### src/hw/hpspc_map.svh
`ifndef HPSPC_MAP_SVH
`define HPSPC_MAP_SVH

`define HPSPC_NUM_PORTS        7
`define HPSPC_DETECT_TIME_NS   1000
`define HPSPC_CLK_PERIOD_NS    100
`define HPSPC_DETECT_CYCLES    ((`HPSPC_DETECT_TIME_NS + `HPSPC_CLK_PERIOD_NS - 1) / `HPSPC_CLK_PERIOD_NS)
`define HPSPC_STRAP_DIS_LEVEL  1'b1
`define HPSPC_PULLUP_RESET     1'b0
`define HPSPC_DISABLE_RESET    7'h00

`endif

### src/hw/hpspc_pkg.sv
package hpspc_pkg;

    typedef enum logic [1:0] {
        HPSPC_ST_DETACHED,
        HPSPC_ST_DEBOUNCE,
        HPSPC_ST_ATTACHED
    } hpspc_conn_t;

    typedef struct packed {
        logic [6:0] plus;
        logic [6:0] minus;
    } hpspc_strap_t;

endpackage : hpspc_pkg

### src/hw/hpspc_strap_capture.sv
`timescale 1ns/1ps
`include "hpspc_map.svh"

// takes one sample per port on the first edge after reset release, then freezes
module hpspc_strap_capture
    import hpspc_pkg::*;
#(
    parameter int NUM_PORTS = `HPSPC_NUM_PORTS
)
(
    // clock and reset
    input  wire logic                 clk,
    input  wire logic                 rstn,
    // strap pins and enable
    input  wire logic                 strapEnable,
    input  wire logic [NUM_PORTS-1:0] strapPin,
    // result
    output logic      [NUM_PORTS-1:0] portDisabled,
    output logic                      captured
);

    always_ff @(posedge clk or negedge rstn)
    begin
        if (!rstn)
        begin
            captured     <= 1'b0;
            portDisabled <= NUM_PORTS'(`HPSPC_DISABLE_RESET);
        end
        else if (!captured)
        begin
            captured <= 1'b1;
            // high level on the strap means the port is disabled
            portDisabled <= strapEnable ? (strapPin ~^ {NUM_PORTS{`HPSPC_STRAP_DIS_LEVEL}})
                                        : '0;
        end
    end

endmodule : hpspc_strap_capture

### src/hw/hpspc_port_control.sv
`timescale 1ns/1ps
`include "hpspc_map.svh"

module hpspc_port_control
    import hpspc_pkg::*;
#(
    parameter int NUM_PORTS      = `HPSPC_NUM_PORTS,
    parameter int DETECT_CYCLES  = `HPSPC_DETECT_CYCLES
)
(
    // clock and reset
    input  wire logic                 clk,
    input  wire logic                 rstn,
    // upstream side
    input  wire logic                 upstream_power_detect,
    output logic                      upstreamPullupEnable,
    // strap configuration
    input  wire logic                 strapEnable,
    input  wire hpspc_strap_t         strapPins,
    // power request from hub logic, per port
    input  wire logic [NUM_PORTS-1:0] portPowerRequest,
    // downstream side
    output logic      [NUM_PORTS-1:0] port_power_enable_out,
    output logic      [NUM_PORTS-1:0] portDisabled,
    output logic                      strapsValid
);

    localparam int CW = $clog2(DETECT_CYCLES + 1);

    // refuse sizes the strap carrier or the filter counter cannot serve
    if (NUM_PORTS < 1 || NUM_PORTS > 7)
    begin : g_bad_ports
        $error("NUM_PORTS must be 1..7");
    end
    if (DETECT_CYCLES < 1)
    begin : g_bad_detect
        $error("DETECT_CYCLES must be at least 1");
    end

    // filter end point, shared by the counter and the state register
    function automatic logic f_filter_done(input logic [CW-1:0] count);
        f_filter_done = (count >= CW'(DETECT_CYCLES));
    endfunction : f_filter_done

    // saturating step, so a long filter never wraps back below the end point
    function automatic logic [CW-1:0] f_count_step(input logic [CW-1:0] count);
        f_count_step = f_filter_done(count) ? count : count + CW'(1);
    endfunction : f_count_step

    // a port powers only once its strap is known and it is not disabled
    function automatic logic [NUM_PORTS-1:0] f_power_mask(
        input logic                 done,
        input logic [NUM_PORTS-1:0] request,
        input logic [NUM_PORTS-1:0] disabled
    );
        f_power_mask = done ? (request & ~disabled) : '0;
    endfunction : f_power_mask

    hpspc_conn_t          connState;
    logic [CW-1:0]        detectCount;
    logic [NUM_PORTS-1:0] strapPlusLane;
    logic [NUM_PORTS-1:0] capDisabled;
    logic                 capDone;

    // only the data-plus lanes carry the disable level
    assign strapPlusLane = strapPins.plus[NUM_PORTS-1:0];

    // data-plus strap carries the disable level; the minus strap is not used
    hpspc_strap_capture #(
        .NUM_PORTS (NUM_PORTS)
    ) u_capture (
        .clk          (clk),
        .rstn         (rstn),
        .strapEnable  (strapEnable),
        .strapPin     (strapPlusLane),
        .portDisabled (capDisabled),
        .captured     (capDone)
    );

    // counter runs only while detect is seen high; any low restarts the filter
    always_ff @(posedge clk or negedge rstn)
    begin
        if (!rstn)
            detectCount <= '0;
        else if (!upstream_power_detect)
            detectCount <= '0;
        else if (connState == HPSPC_ST_DETACHED)
            detectCount <= CW'(1);
        else if (connState == HPSPC_ST_DEBOUNCE)
            detectCount <= f_count_step(detectCount);
    end

    // detect must stay high for the filter time before connect is signalled
    always_ff @(posedge clk or negedge rstn)
    begin
        if (!rstn)
            connState <= HPSPC_ST_DETACHED;
        else
        begin
            unique case (connState)
                HPSPC_ST_DETACHED:
                    if (upstream_power_detect)
                        connState <= HPSPC_ST_DEBOUNCE;
                HPSPC_ST_DEBOUNCE:
                    if (!upstream_power_detect)
                        connState <= HPSPC_ST_DETACHED;
                    else if (f_filter_done(detectCount))
                        connState <= HPSPC_ST_ATTACHED;
                HPSPC_ST_ATTACHED:
                    if (!upstream_power_detect)
                        connState <= HPSPC_ST_DETACHED;
            endcase
        end
    end

    always_ff @(posedge clk or negedge rstn)
    begin
        if (!rstn)
            upstreamPullupEnable <= `HPSPC_PULLUP_RESET;
        else
            upstreamPullupEnable <= (connState == HPSPC_ST_ATTACHED) && upstream_power_detect;
    end

    // power only flows once straps are known; a disabled port never powers
    always_ff @(posedge clk or negedge rstn)
    begin
        if (!rstn)
            port_power_enable_out <= '0;
        else
            port_power_enable_out <= f_power_mask(capDone, portPowerRequest, capDisabled);
    end

    // loaded once per reset; later strap pin activity never reaches the status
    always_ff @(posedge clk or negedge rstn)
    begin
        if (!rstn)
            portDisabled <= '0;
        else if (capDone && !strapsValid)
            portDisabled <= capDisabled;
    end

    always_ff @(posedge clk or negedge rstn)
    begin
        if (!rstn)
            strapsValid <= 1'b0;
        else
            strapsValid <= capDone;
    end

endmodule : hpspc_port_control

### config.mk
export PLATFORM = sky130hd
export DESIGN_NAME = hpspc_port_control
export DESIGN_NICKNAME = d
export VERILOG_FILES = /design/src/hw/hpspc_pkg.sv /design/src/hw/hpspc_strap_capture.sv /design/src/hw/hpspc_port_control.sv
export VERILOG_INCLUDE_DIRS = /design/src /design/src/hw
export SDC_FILE = /design/constraint.sdc
export NUM_CORES = 1
export LEC_CHECK = 0
export BUFFER_PORTS_ARGS = -buffer_cell sky130_fd_sc_hd__buf_2
export CAP_MARGIN = 10
export CORE_MARGIN = 2
export CORE_UTILIZATION = 35
export CTS_CLUSTER_DIAMETER = 30
export CTS_CLUSTER_SIZE = 10
export DETAILED_ROUTE_END_ITERATION = 16
export GPL_ROUTABILITY_DRIVEN = 0
export PLACE_DENSITY = 0.56
export SETUP_SLACK_MARGIN = 0.4
export SYNTH_ARGS = -nofsm -noshare
export SYNTH_HDL_FRONTEND = slang
export SYNTH_SLANG_ARGS = --single-unit
### constraint.sdc
create_clock -name clk -period 1.95 [get_ports clk]
set_input_delay 0.0975 -clock clk [delete_from_list [all_inputs] [get_ports clk]]
set_output_delay 0.0975 -clock clk [all_outputs]
set_load 0.03 [all_outputs]
# ---- After elaboration in Yosys (flattened, before gate mapping)
# Index checks and enable logic that the tools add are counted.
# Widths: inputs -> output; s select.
dict set report word_totals {
  reg_bits 30
  input_bits 25
  out_inout_bits 16
}
dict set report classes {
  n_addsub 1
  n_lt_le_gt_ge 1
  eq_ne 7
  n_mux 11
  bitwise 2
  n_reduce_logical 6
}
# operator count
set ops {}
lappend ops {{$mux 4} 4}
lappend ops {{$mux 7} 2}
lappend ops {{$mux 2} 4}
lappend ops {{$and 7x7->7} 1}
lappend ops {{$not 7->7} 1}
lappend ops {{$pmux 2 s3} 1}
lappend ops {{$add 4x1->4 const B} 1}
lappend ops {{$ge 4x4->1 const B} 1}
lappend ops {{$ne 2x2->1 const B} 2}
lappend ops {{$ne 3x1->1 const B} 1}
lappend ops {{$ne 3x2->1 const B} 1}
lappend ops {{$ne 3x3->1 const B} 1}
lappend ops {{$reduce_and 3->1} 1}
lappend ops {{$eq 2x1->1 const B} 1}
lappend ops {{$eq 2x2->1 const B} 1}
lappend ops {{$logic_and 1x1->1} 2}
lappend ops {{$logic_not 2->1} 1}
lappend ops {{$reduce_and 2->1} 1}
lappend ops {{$logic_not 1->1} 1}

# ---- Longest topological paths before layout
dict set report depth {
  depth_word 5
  depth_mapped 5
}

# ---- By module
# From an unflattened synthesis, not the netlist that was laid out.
dict set report hier_totals {
  cells_unflattened 104
  hier_area_um2 1246.2
}
# module instances cells_each area_each_um2
set by_module_without_submodules {}
lappend by_module_without_submodules {hpspc_port_control 1 73 943.4}
lappend by_module_without_submodules {hpspc_strap_capture 1 31 302.8}

# ---- Least setup slack after synthesis
# OpenSTA, ideal clock, no wires.
dict set report synth_path {
  path_type {flip-flop to flip-flop}
  start {register detectCount[0]}
  end {register detectCount[0]}
  t_arrival_ps 1278
  required_ps 1826
  setup_slack_ps 548
  path_stages_with_launch 6
  synth_period_minus_slack_ps 1402
  cell_sequence {dfrtp_1 -> inv_1 -> ha_1 -> o31ai_1 -> a21oi_1 -> o31a_1}
}
dict set report synth_between {
  elab_chain_cells 5
}
# element line
set synth_lines {}
lappend synth_lines {{start: declaration} hpspc_port_control.sv:60} ;# logic [CW-1:0] detectCount;
lappend synth_lines {{start signal: assignment} hpspc_port_control.sv:90} ;# detectCount <= f_count_step(detectCount);
lappend synth_lines {{$add 4x1->4} hpspc_port_control.sv:47} ;# f_count_step = f_filter_done(count) ? count : count + CW'(1);
lappend synth_lines {{$mux 4} hpspc_port_control.sv:47}
lappend synth_lines {{$mux 4} hpspc_port_control.sv:89} ;# else if (connState == HPSPC_ST_DEBOUNCE)
lappend synth_lines {{$mux 4} hpspc_port_control.sv:87} ;# else if (connState == HPSPC_ST_DETACHED)
lappend synth_lines {{$mux 4} hpspc_port_control.sv:85} ;# else if (!upstream_power_detect)
# Several ways; a longest one is shown, not always the timed one. The select of a mux whose other input is x is not followed.
# A chain may end at the register's enable or synchronous reset.

# ---- Worst setup path after layout
dict set report layout_path {
  start {register detectCount[1]}
  end {register detectCount[1]}
}
# Same word-level chain as after synthesis.

==> run summary <==
Setup crit end kind: flop
Final period util: 75.8%
Antenna Cells: 0
Leakage: 0.824 nW
FILL cells: 318
Layout Nets: 171
Chip Width: 63.1 um
Multi-input gate area: 452 um2
Fin Clk Skew: 0.00769 ns
post-synthesis cell area: 1220 um2
Total Wirelength: 2360 um
sequential fraction of the synthesis area: 61.4%
setup TNS: 0 ns
Max Root-Sink Buffers: 2
Port-buffer cells: 33
CTS Sinks: 30
Max Fclk: 0.677 GHz
complex-gate fraction of the synthesized area: 12.6%
hold path depth: 2
clk root buf: clkbuf_4
clock network fraction of total power: 22.8%
via count: 861
routed length per instance: 12.7 um
total power: 0.00155 W
initial antenna violation count: 0
PD cells: 967 nW/um2
Tightest Pin Transition: 0.677 ns
R2R Setup Slk: 0.47 ns
DR iter-0 viols: 29
final hold slack: 0.0147 ns
global-route wire length before repair: 3800 um
yosys warns: 0
Synth Net Count: 122
Int Pwr: 0.00106 W
max cap viols: 0
Pre-antenna DRT Iters: 4
CTS clk-pin slew, worst paths: 0.09 ns
routed vias/inst: 4.63
row cnt: 21
cells after synthesis: 92
sw power: 0.000496 W
H-tree depth: 2
Hold Vio Cnt, Final: 0
combinational power share: 29.1%
relative slew slack: 54.9%
HP Class: primary input to flop
stages on the worst setup path: 4
Core Region: 3340 um2
post-route cell area: 1610 um2
Final Worst Setup Slack: 0.472 ns
layout cells sized above 1: 37.9%
crit-path max FO: 7
largest net degree at the start of global routing: 31
Synth Area in Adders: 5.12%
Starting Density: 36.6%
max incr delay on CP: 0.45 ns
Antenna Nets Post-Route: 0
Synth Area in XOR/XNOR: 0%
status: completed
Worst EP arrival: 1.71 ns
Slowest-stage cell, CP: dfrtp_2
worst slack at placement: 0.338 ns
RSZ-0062 raised after global routing: no
Switching Share: 31.9%
delay-heaviest family, CP: flip-flops
total gr overflow: 0
cell area after placement: 1440 um2
DRC errors left: 0
worst-path cell chain: ha_1 > o31a_1 > or3_1 > a21oi_1
destination of the worst hold path: port_power_enable_out[4]$_DFF_PN0_
hold path startpoint: portPowerRequest[4]
number of synthesized flops with an enable pin: 0
buffers plus inverters on the worst setup path: 0
Max IR drop VDD: 0.000349 V
All-Layer GR Usage: 12.9%
Setup CP Type: flop to flop
simple-gate portion of the synthesized area: 11.1%
CTS tree: done
Synth Area per Inst: 13.3 um2
r2r worst-path depth: 4
io pins: 41
Top FF cell, synth: dfrtp_1
largest family of logic cells by synthesized area: compound AO/OA/AOI/OAI gates
Reg power frac: 48.0%
startpoint types: flop
vias in the first global route: 804
Required @ worst endpoint: 2.19 ns
Die ar.: 3980 um2
min cycle time layout: 1.48 ns
#FFs+latches synth: 30
Worst R2R Start: detectCount[1]$_DFFE_PN0P_
CTS buffer count: 5
HPWL Detailed: 1630 um
Setup-failing EPs final: 0
Netlist cell types: 27
Clock Latency Late Sink: 0.32 ns
max-slew violation count: 0
R2R Path End: detectCount[1]$_DFFE_PN0P_
mux cell area share after synthesis: 7.27%
Die Y-Extent: 63.1 um
FFs w/ async S/R, synth: 100%
synth-to-layout area growth: 31.5%
Storage cell area: 752 um2
[final cells by class]
type	count	area share [%]
flip-flops and latches	30	46.8
multi-input cells	55	28.1
repair buffers	45	17.4
well taps	46	3.58
clock buffers	6	3.19
inverters	4	0.934
[metal layers]
layer / vias up / part of all wire, % / routed length, um / track usage [%]
met5: - / 0 / 0 / 0
met3: 2 / 5.5 / 130 / 6.07
met2: 24 / 46 / 1080 / 18.0
li1: 430 / - / - / -
met1: 405 / 47 / 1110 / 16.8
met4: 0 / 1.2 / 29 / 5.83
[worst reg2reg max path, cell delays in order, from the launching register on]
cell and delay (ns):
dfrtp_2 0.45, ha_1 0.23, o31a_1 0.29, or3_1 0.30, a21oi_1 0.13
[repair_timing]
action                                 in CTS  in global routing
setup endpoints to repair                   3                  4
endpoints found under the hold margin      38                  1
gates resized for setup                     1                  2
cloned                                      0                  0
hold buffers                                9                  1
buffers inserted                            0                  1
[layout by cell type, fill, tap and decap left out, drive strengths merged]
cell type    instances
o221a                1
a21oi                3
ha                   5
mux2i                1
conb                 1
o21ai                4
and2                 1
nor3                 2
or3b                 1
nor2b                1
inv                  4
dfrtp               30
a31oi                1
o31a                 2
a22o                 7
dlygate4sd3         10
clkbuf               6
o22ai                1
and3b                6
nand2b               3
o31ai                1
mux2                 7
a41oi                1
and4b                1
buf                 35
nand2                2
or3                  1
nor2                 2
[cell usage after synthesis, types with 2 or more instances]
| cell | instances | area, um2 |
|---|---|---|
| dfrtp_1 | 30 | 751 |
| a22o_1 | 7 | 61.3 |
| mux2_2 | 7 | 78.8 |
| and3b_1 | 6 | 52.6 |
| ha_1 | 5 | 62.6 |
| inv_1 | 4 | 15.0 |
| o21ai_0 | 4 | 20.0 |
| a21oi_1 | 3 | 15.0 |
| nand2b_1 | 3 | 18.8 |
| clkbuf_1 | 2 | 7.51 |
| nand2_1 | 2 | 7.51 |
| nor2_1 | 2 | 7.51 |
| nor3_1 | 2 | 10.0 |
| o31a_1 | 2 | 17.5 |
[worst max path at each step]
stage | from | to | slack [ns]
2_1_floorplan | detectCount[0]$_DFFE_PN0P_ | detectCount[0]$_DFFE_PN0P_ | 0.55
3_3_place_gp | detectCount[0]$_DFFE_PN0P_ | detectCount[0]$_DFFE_PN0P_ | 0.39
3_5_place_dp | detectCount[0]$_DFFE_PN0P_ | detectCount[0]$_DFFE_PN0P_ | 0.34
4_1_cts | detectCount[0]$_DFFE_PN0P_ | detectCount[1]$_DFFE_PN0P_ | 0.42
5_1_grt | detectCount[0]$_DFFE_PN0P_ | detectCount[1]$_DFFE_PN0P_ | 0.40
6_report | detectCount[1]$_DFFE_PN0P_ | detectCount[1]$_DFFE_PN0P_ | 0.47
[registers in the layout (all words and copies together), names as in the netlist]
name / count
u_capture.captured: 1
u_capture.portDisabled: 7
connState: 2
port_power_enable_out: 7
strapsValid: 1
detectCount: 4
portDisabled: 7
upstreamPullupEnable: 1
[power by group through the flow]
stage	combinational, W	clock (W)	sequential [W]
6_report	0.000453	0.000355	0.000747
4_1_cts	0.000433	0.000374	0.000750
3_3_place_gp	0.000403	0	0.000756
5_1_grt	0.000497	0.000403	0.000757
2_1_floorplan	0.000234	0	0.000817
3_5_place_dp	0.000419	0	0.000761
[through the flow]
step	util [%]	cells
final	48.2	186
after global routing	48.2	186
after CTS	47.5	184
after detailed placement	43.2	169
after global placement	43.2	169
after floorplan	-	92
[cells by family after synthesis]
kind of cell / Yosys count
adder cells (fa/ha/maj): 5
multiplexers: 8
AND/OR/NAND/NOR: 20
other: 1
flip-flops: 30
buffers and inverters: 7
AO/OA/AOI/OAI: 21
Note: power is estimated with default switching activity, not from simulation.
